$ cat src/pkg/dubp_pkg.sv
// constants shared by the dual uart host bus port and its channel sets
// assumes one 40 MHz clock and inputs already synchronous to it
package dubp_pkg;

    // ------------------------------------------------------------
    // bus widths
    // ------------------------------------------------------------
    localparam int DATA_W = 8;                // host data bus width
    localparam int ADDR_W = 3;                // register address lines
    localparam int NUM_REGS = 8;              // registers per channel

    // ------------------------------------------------------------
    // register offsets within one channel
    // ------------------------------------------------------------
    localparam logic [2:0] REG_DIV_LOW  = 3'h0; // divisor low, latch on
    localparam logic [2:0] REG_DIV_HIGH = 3'h1; // divisor_high_byte, latch on
    localparam logic [2:0] REG_LINE_CTL = 3'h3; // line control
    localparam logic [2:0] REG_MODEM_CTL = 3'h4; // modem control

    // ------------------------------------------------------------
    // field positions
    // ------------------------------------------------------------
    localparam int LINE_DLAB_BIT = 7;         // divisor latch access
    localparam int MODEM_DTR_BIT = 0;         // dtr output control
    localparam int MODEM_RTS_BIT = 1;         // rts output control

    // ------------------------------------------------------------
    // reset values
    // ------------------------------------------------------------
    localparam logic [7:0] DIV_LOW_RST  = 8'h01;
    localparam logic [7:0] DIV_HIGH_RST = 8'h00;
    localparam logic [7:0] REG_RST      = 8'h00;
    localparam logic [7:0] DIV_ZERO     = 8'h00;

    // ------------------------------------------------------------
    // identity codes, values arbitrary
    // ------------------------------------------------------------
    localparam logic [7:0] DEV_ID_DFLT  = 8'h5C; // arbitrary value
    localparam logic [7:0] DEV_REV_DFLT = 8'h03; // arbitrary value

    // ------------------------------------------------------------
    // timing
    // ------------------------------------------------------------
    localparam int CLK_PERIOD_NS = 25;        // 40 MHz
    localparam int RST_MIN_NS    = 40;        // least reset pulse
    localparam int RST_MIN_CYC   =
        (RST_MIN_NS + CLK_PERIOD_NS - 1) / CLK_PERIOD_NS;
    localparam logic [1:0] RST_MIN_CNT = 2'(RST_MIN_CYC);

endpackage

$ cat src/design/dubp_chan_regs.sv
// one uart channel register set behind the shared host port
// assumes the port hands it a one-cycle write pulse and a clean reset
`timescale 1ns/100ps

module dubp_chan_regs #(
    parameter logic [7:0] DEV_ID  = dubp_pkg::DEV_ID_DFLT,
    parameter logic [7:0] DEV_REV = dubp_pkg::DEV_REV_DFLT
) (
    input  wire logic                        mclk_i,
    input  wire logic                        chan_rst_i,
    input  wire logic                        wr_i,
    input  wire logic [dubp_pkg::ADDR_W-1:0] addr_i,
    input  wire logic [dubp_pkg::DATA_W-1:0] wdata_i,
    output logic      [dubp_pkg::DATA_W-1:0] rdata_o,
    output logic                             dtr_n_o,
    output logic                             rts_n_o
);
    import dubp_pkg::*;

    // ------------------------------------------------------------
    // storage
    // ------------------------------------------------------------
    logic [7:0] regs_q [NUM_REGS];   // plain register file
    logic [7:0] regs_d [NUM_REGS];
    logic [7:0] div_lo_q;            // divisor low byte
    logic [7:0] div_lo_d;
    logic [7:0] div_hi_q;            // divisor_high_byte
    logic [7:0] div_hi_d;
    logic       dlab;                // divisor latch window open
    logic       div_zero;            // both divisor bytes zero
    logic       dtr_n_q;             // registered dtr pin, active low
    logic       dtr_n_d;
    logic       rts_n_q;             // registered rts pin, active low
    logic       rts_n_d;

    assign dlab = regs_q[REG_LINE_CTL][LINE_DLAB_BIT];
    assign div_zero = (div_lo_q == DIV_ZERO) && (div_hi_q == DIV_ZERO);

    // ------------------------------------------------------------
    // next state of the register set
    // ------------------------------------------------------------
    // independent copy per channel, nothing shared
    always_comb begin
        regs_d   = regs_q;
        div_lo_d = div_lo_q;
        div_hi_d = div_hi_q;
        if (chan_rst_i) begin
            // defaults on hardware reset
            for (int i = 0; i < NUM_REGS; i++) begin
                regs_d[i] = REG_RST;
            end
            div_lo_d = DIV_LOW_RST;
            div_hi_d = DIV_HIGH_RST;
        end else if (wr_i) begin
            if (dlab && addr_i == REG_DIV_LOW) begin
                div_lo_d = wdata_i;
            end else if (dlab && addr_i == REG_DIV_HIGH) begin
                div_hi_d = wdata_i;
            end else begin
                regs_d[addr_i] = wdata_i;
            end
        end
    end

    always_ff @(posedge mclk_i) begin
        regs_q   <= regs_d;
        div_lo_q <= div_lo_d;
        div_hi_q <= div_hi_d;
        dtr_n_q  <= dtr_n_d;
        rts_n_q  <= rts_n_d;
    end

    // ------------------------------------------------------------
    // read mux, registered by the port
    // ------------------------------------------------------------
    always_comb begin
        rdata_o = regs_q[addr_i];
        if (dlab && addr_i == REG_DIV_LOW) begin
            // zero divisor exposes the revision
            rdata_o = div_zero ? DEV_REV : div_lo_q;
        end else if (dlab && addr_i == REG_DIV_HIGH) begin
            // zero divisor exposes the identity
            rdata_o = div_zero ? DEV_ID : div_hi_q;
        end
    end

    // ------------------------------------------------------------
    // serial side modem outputs, inactive high after reset
    // ------------------------------------------------------------
    // taken from the next register value so the pins come from flops
    // yet change on the same edge as the modem control byte
    always_comb begin
        dtr_n_d = ~regs_d[REG_MODEM_CTL][MODEM_DTR_BIT];
        rts_n_d = ~regs_d[REG_MODEM_CTL][MODEM_RTS_BIT];
    end

    assign dtr_n_o = dtr_n_q;
    assign rts_n_o = rts_n_q;

endmodule

$ cat src/design/dubp_host_port.sv
// shared 8-bit host bus port of a dual uart, both bus styles
// assumes all pins are sampled on mclk_i; no other clock is needed
`timescale 1ns/100ps

module dubp_host_port #(
    parameter logic [7:0] DEV_ID  = dubp_pkg::DEV_ID_DFLT,
    parameter logic [7:0] DEV_REV = dubp_pkg::DEV_REV_DFLT
) (
    input  wire logic                        mclk_i,
    input  wire logic                        resetn_i,
    input  wire logic                        bus_style_i,
    input  wire logic                        reset_pin_i,
    input  wire logic                        bus_isolate_sleep_i,
    input  wire logic                        chan_a_select_n_i,
    input  wire logic                        chan_b_select_n_i,
    input  wire logic                        read_strobe_n_i,
    input  wire logic                        write_strobe_n_i,
    input  wire logic                        rw_dir_i,
    input  wire logic                        channel_addr_bit_i,
    input  wire logic [dubp_pkg::ADDR_W-1:0] addr_i,
    input  wire logic [dubp_pkg::DATA_W-1:0] data_i,
    output logic      [dubp_pkg::DATA_W-1:0] data_o,
    output logic                             data_oe_n_o,
    output logic                             dtr_a_n_o,
    output logic                             rts_a_n_o,
    output logic                             dtr_b_n_o,
    output logic                             rts_b_n_o
);
    import dubp_pkg::*;

    // ------------------------------------------------------------
    // declarations
    // ------------------------------------------------------------
    logic       pin_rst_act;          // reset pin in its active level
    logic [1:0] rst_cnt_q;            // reset pin qualify counter
    logic [1:0] rst_cnt_d;
    logic       chan_rst;             // reset to both channels
    logic       sel_a;                // channel a addressed
    logic       sel_b;                // channel b addressed
    logic       rd_req;               // read cycle in progress
    logic       wr_req;               // write cycle in progress
    logic       wr_seen_q;            // write seen last cycle
    logic       wr_seen_d;
    logic       wr_pulse;             // first cycle of a write
    logic [7:0] rdata_a;              // channel a read mux
    logic [7:0] rdata_b;              // channel b read mux
    logic [7:0] data_q;               // registered read data
    logic [7:0] data_d;
    logic       oe_n_q;               // registered drive enable
    logic       oe_n_d;

    // ------------------------------------------------------------
    // hardware reset
    // ------------------------------------------------------------
    // pin level meaning flips with the bus style
    assign pin_rst_act = bus_style_i ? reset_pin_i : ~reset_pin_i;

    // short glitches shorter than the least pulse are not taken
    always_comb begin
        rst_cnt_d = 2'h0;
        if (pin_rst_act) begin
            // saturate at the qualify count
            rst_cnt_d = (rst_cnt_q == RST_MIN_CNT) ? rst_cnt_q
                                                   : rst_cnt_q + 2'h1;
        end
    end

    always_ff @(posedge mclk_i) begin
        if (!resetn_i) begin
            rst_cnt_q <= 2'h0;
        end else begin
            rst_cnt_q <= rst_cnt_d;
        end
    end

    // system reset or a qualified pin pulse clears both channels
    assign chan_rst = !resetn_i || (rst_cnt_q == RST_MIN_CNT);

    // ------------------------------------------------------------
    // channel select decode
    // ------------------------------------------------------------
    // the decode alone picks the channel on the shared bus
    always_comb begin
        sel_a  = 1'b0;
        sel_b  = 1'b0;
        rd_req = 1'b0;
        wr_req = 1'b0;
        if (bus_isolate_sleep_i) begin
            // isolated: nothing on the bus is seen
            sel_a = 1'b0;
        end else if (bus_style_i) begin // style pin picks protocol
            // two selects, channel bit not looked at
            sel_a  = ~chan_a_select_n_i;
            sel_b  = ~chan_b_select_n_i;
            // separate active-low strobes
            rd_req = ~read_strobe_n_i && (sel_a || sel_b);
            wr_req = ~write_strobe_n_i && (sel_a || sel_b);
        end else begin
            // one select plus channel bit
            sel_a  = ~chan_a_select_n_i && ~channel_addr_bit_i;
            sel_b  = ~chan_a_select_n_i && channel_addr_bit_i;
            rd_req = ~chan_a_select_n_i && rw_dir_i;
            wr_req = ~chan_a_select_n_i && ~rw_dir_i;
        end
    end

    // ------------------------------------------------------------
    // write strobe edge, one write per bus cycle
    // ------------------------------------------------------------
    // sampled on the bus clock, not the baud oscillator
    always_comb begin
        wr_seen_d = wr_req;
    end

    always_ff @(posedge mclk_i) begin
        if (!resetn_i) begin
            wr_seen_q <= 1'b0;
        end else begin
            wr_seen_q <= wr_seen_d;
        end
    end

    // both channels take the pulse when both are selected
    assign wr_pulse = wr_req && !wr_seen_q;

    // ------------------------------------------------------------
    // channel register sets
    // ------------------------------------------------------------
    dubp_chan_regs #(
        .DEV_ID  (DEV_ID),
        .DEV_REV (DEV_REV)
    ) u_chan_a (
        .mclk_i     (mclk_i),
        .chan_rst_i (chan_rst),
        .wr_i       (wr_pulse && sel_a),
        .addr_i     (addr_i),
        .wdata_i    (data_i),
        .rdata_o    (rdata_a),
        .dtr_n_o    (dtr_a_n_o),
        .rts_n_o    (rts_a_n_o)
    );

    dubp_chan_regs #(
        .DEV_ID  (DEV_ID),
        .DEV_REV (DEV_REV)
    ) u_chan_b (
        .mclk_i     (mclk_i),
        .chan_rst_i (chan_rst),
        .wr_i       (wr_pulse && sel_b),
        .addr_i     (addr_i),
        .wdata_i    (data_i),
        .rdata_o    (rdata_b),
        .dtr_n_o    (dtr_b_n_o),
        .rts_n_o    (rts_b_n_o)
    );

    // ------------------------------------------------------------
    // read data and bus drive
    // ------------------------------------------------------------
    // a read of both channels is illegal for the host; channel a
    // wins then so the bus still shows a defined byte
    always_comb begin
        data_d = 8'h00;
        oe_n_d = 1'b1;
        if (rd_req && !chan_rst) begin
            // drive only in a selected read
            oe_n_d = 1'b0;
            data_d = sel_a ? rdata_a : rdata_b;
        end
    end

    always_ff @(posedge mclk_i) begin
        if (!resetn_i) begin
            data_q <= 8'h00;
            oe_n_q <= 1'b1;
        end else begin
            data_q <= data_d;
            oe_n_q <= oe_n_d;
        end
    end

    // eight data bits, three address lines per channel
    assign data_o      = data_q;
    assign data_oe_n_o = oe_n_q;

endmodule

$ cat config.mk
export PLATFORM = sky130hd
export DESIGN_NAME = dubp_host_port
export DESIGN_NICKNAME = d
export VERILOG_FILES = /design/src/pkg/dubp_pkg.sv /design/src/design/dubp_chan_regs.sv /design/src/design/dubp_host_port.sv
export SDC_FILE = /design/constraint.sdc
export NUM_CORES = 1
export LEC_CHECK = 0
export BUFFER_PORTS_ARGS = -buffer_cell sky130_fd_sc_hd__buf_2
export CORE_MARGIN = 4
export CORE_UTILIZATION = 50
export CTS_CLUSTER_DIAMETER = 60
export DETAILED_ROUTE_END_ITERATION = 10
export GPL_TIMING_DRIVEN = 0
export PLACE_DENSITY = 0.74
export SLEW_MARGIN = 20
export SYNTH_ARGS = -nofsm -noshare
export SYNTH_HDL_FRONTEND = slang
export SYNTH_SLANG_ARGS = --single-unit
export TNS_END_PERCENT = 5
$ cat constraint.sdc
create_clock -name mclk_i -period 2.88 [get_ports mclk_i]
set_clock_uncertainty 0.2 [all_clocks]
set_input_delay 0.576 -clock mclk_i [delete_from_list [all_inputs] [get_ports mclk_i]]
set_output_delay 0.576 -clock mclk_i [all_outputs]
set_load 0.02 [all_outputs]
==> metrics.csv <==
metric;value;unit
cts.clk_slew.worst_paths;0.07;ns
synth_fp_nets;912;
synthCells;889;
wire_per_inst;22.67;um
start_kind;input port;
ys.warnings.count;0;
dp.cells;1131;
portBuffers;31;
track_usage;29.61;%
hpwlAfterDp;18360;um
cts_tree;done;
p_total;0.005316;W
critPathRequiredTime;2.99;ns
place_congestion;1.022;
h-tree-depth;4;
via_per_inst;6.441;
grt_pass1_wl;40770;um
overflow;0;
dieWidth;134.0;um
path_class;in -> reg;
synth_top_cells_by_area;dfxtp_1, mux2i_1, nand3_1;
worst_skew_pair.late_latency;0.45;ns
synth-async-reset-ratio;0;%
final_cells;1163;
synth_area_leader_cell;dfxtp_1;
setup_viol;2;
violations;negative setup slack;
synth_cell_types;70;
synthesis.area;7934;um^2
slew_headroom;40.09;%
antenna_found_initial;0;
coreArea;15370;um^2
cts.sinks;176;
io_pins;35;
rows;45;
post-route-period-util;100.1;%
min_period;2.882;ns
dr_total_vias;7491;
power_density;592.5;nW/um^2
synth-edff-count;0;
ir_drop;0.0004669;V
yosysSeqAreaShare;44.41;%
first_global_vias;6950;
remaining_drc_errors;0;
arrival;2.99;ns
p_leak;3.577;nW
timing.final.max_slew_violations;0;
synth.most_common_cell;dfxtp_1;
rsz0062_at_grt;false;
ant_nets;0;
first_pass_iters;8;
drtIter0Drc;1132;
clk_path_buf_depth;2;
worst_pin_slew;0.8987;ns
antenna_cells;0;
cts-root-buf;clkbuf_16;
design.die.area;17950;um^2
cts_hold_buf;0;
synthTopCellsByCount;dfxtp_1, nand3_1, o21ai_0;
synth-seq-cells;176;
ys.flop_type;dfxtp_1;
placed_cell_area;8353;um^2
post-route-util;58.37;%
crit_path_end_kind;register;
yosys.area.top_type_share;44.41;%
nNetsFinal;962;
initial_utilization;51.62;%
cts_buffers;17;
cp_max_fo;10;
area_growth;13.09;%
cts_setup_buffers;0;
fin_area;8972;um^2
die_h;134.0;um
synth.avg_cell_area;8.924;um^2
drive_above_1_share;13.76;%
grt_max_degree;17;
drv_cap;0;
status;finished, violations left;
setup_ws;-0.002416;ns
finalHoldViolations;0;
max_freq;346.9;MHz
drt-total-wl;26370;um
min_path_type;in -> reg;
place_ws;-0.4807;ns
[area by class of cell]
cell class	count	area (um^2)
Fill cell	1418	6399
Multi-Input combinational cell	628	4050
Sequential cell	176	3523
Clock buffer	20	456.7
Buffer	77	336.6
Tap cell	211	264.0
Clock inverter	12	156.4
Timing Repair Buffer	31	155.1
Inverter	8	30.03
[kinds of logic after synthesis]
family / after synthesis / synth area share [%]
compound gates: 195 / 15.50
xor+xnor: 2 / 0.2208
fa+ha+maj: 1 / 0.1577
buf+inv: 85 / 4.573
flops: 176 / 44.41
mux: 109 / 14.56
simple gates: 321 / 20.58
[state kept, by name, summed over array words and instances (netlist names)]
signal             flops
u_chan_b.div_lo_q      8
data_o                 8
u_chan_a.div_lo_q      8
u_chan_a.div_hi_q      8
u_chan_a.dlab          1
u_chan_b.rts_n_o       1
u_chan_b.dtr_n_o       1
wr_seen_q              1
u_chan_a.regs_q       63
u_chan_b.regs_q       63
data_oe_n_o            1
rst_cnt_q              2
u_chan_b.div_hi_q      8
u_chan_b.dlab          1
u_chan_a.dtr_n_o       1
u_chan_a.rts_n_o       1
[path summary, 6_finish.rpt]
path                         end               start  depth (start not counted)  slack, ns
max                    data_o[5]           addr_i[1]                          9     -0.002
min                 rst_cnt_q[0]            resetn_i                          3       0.23
max reg2reg  u_chan_a.regs_q[18]        rst_cnt_q[0]                          7       0.17
min reg2reg   u_chan_a.regs_q[4]  u_chan_a.regs_q[4]                          2       0.26
[what timing repair did]
item,CTS,global route
endpoints found under the hold margin,0,0
endpoints found under the setup margin,1,9
resized for setup,1,2
[placed cells by master (no fill, tap or decap), types with 3 or more instances in the layout]
master	n
o221ai_1	5
o21ai_1	6
o211ai_1	6
a21oi_1	19
buf_1	10
a211oi_1	7
nor4_4	3
clkinv_2	3
mux2_2	27
nor2_1	69
or4_1	4
a2bb2oi_1	4
a221oi_1	14
clkbuf_1	44
inv_1	5
clkinv_1	3
nand2b_1	9
o41ai_1	3
mux2i_1	79
and3_1	3
bufinv_16	3
nand3_1	104
clkbuf_16	17
nand4_1	6
o22ai_1	9
nor4_1	8
a22oi_1	10
nor3_1	3
nor2b_1	12
o21ai_0	90
clkinv_4	3
buf_2	50
nand4_2	3
nand2_1	76
dfxtp_1	176
[power by group]
part | leakage (nW) | internal (W) | switching [W]
combinational | 1.86 | 0.000100 | 0.000326
clock | 0.301 | 0.00141 | 0.00102
sequential | 1.42 | 0.00245 | 0.00000837
[worst max-delay path: stages]
cell and delay [ns]:
buf_2 0.12, buf_2 0.29, clkbuf_4 0.35, buf_2 0.35, and2_1 0.46, nand2_1 0.09, a31oi_1 0.22, a221oi_1 0.12
o41ai_1 0.39
[routing by layer]
metal / vias to the layer above / GRT usage (%) / wire (um)
li1: 3332 / - / -
met1: 3552 / 40.33 / 10860
met4: 0 / 13.37 / 1133
met2: 503 / 43.21 / 11120
met5: - / 0 / 0
met3: 104 / 9.040 / 3249
[through the flow]
step | hold slack (ns) | setup TNS, ns
2_1_floorplan | 0.2313 | 0
3_3_place_gp | 0.2409 | -8.311
3_5_place_dp | 0.2505 | -9.394
4_1_cts | 0.2372 | 0
5_1_grt | 0.2574 | 0
6_report | 0.2345 | -0.003677
Note: power is estimated with default switching activity, not from simulation.
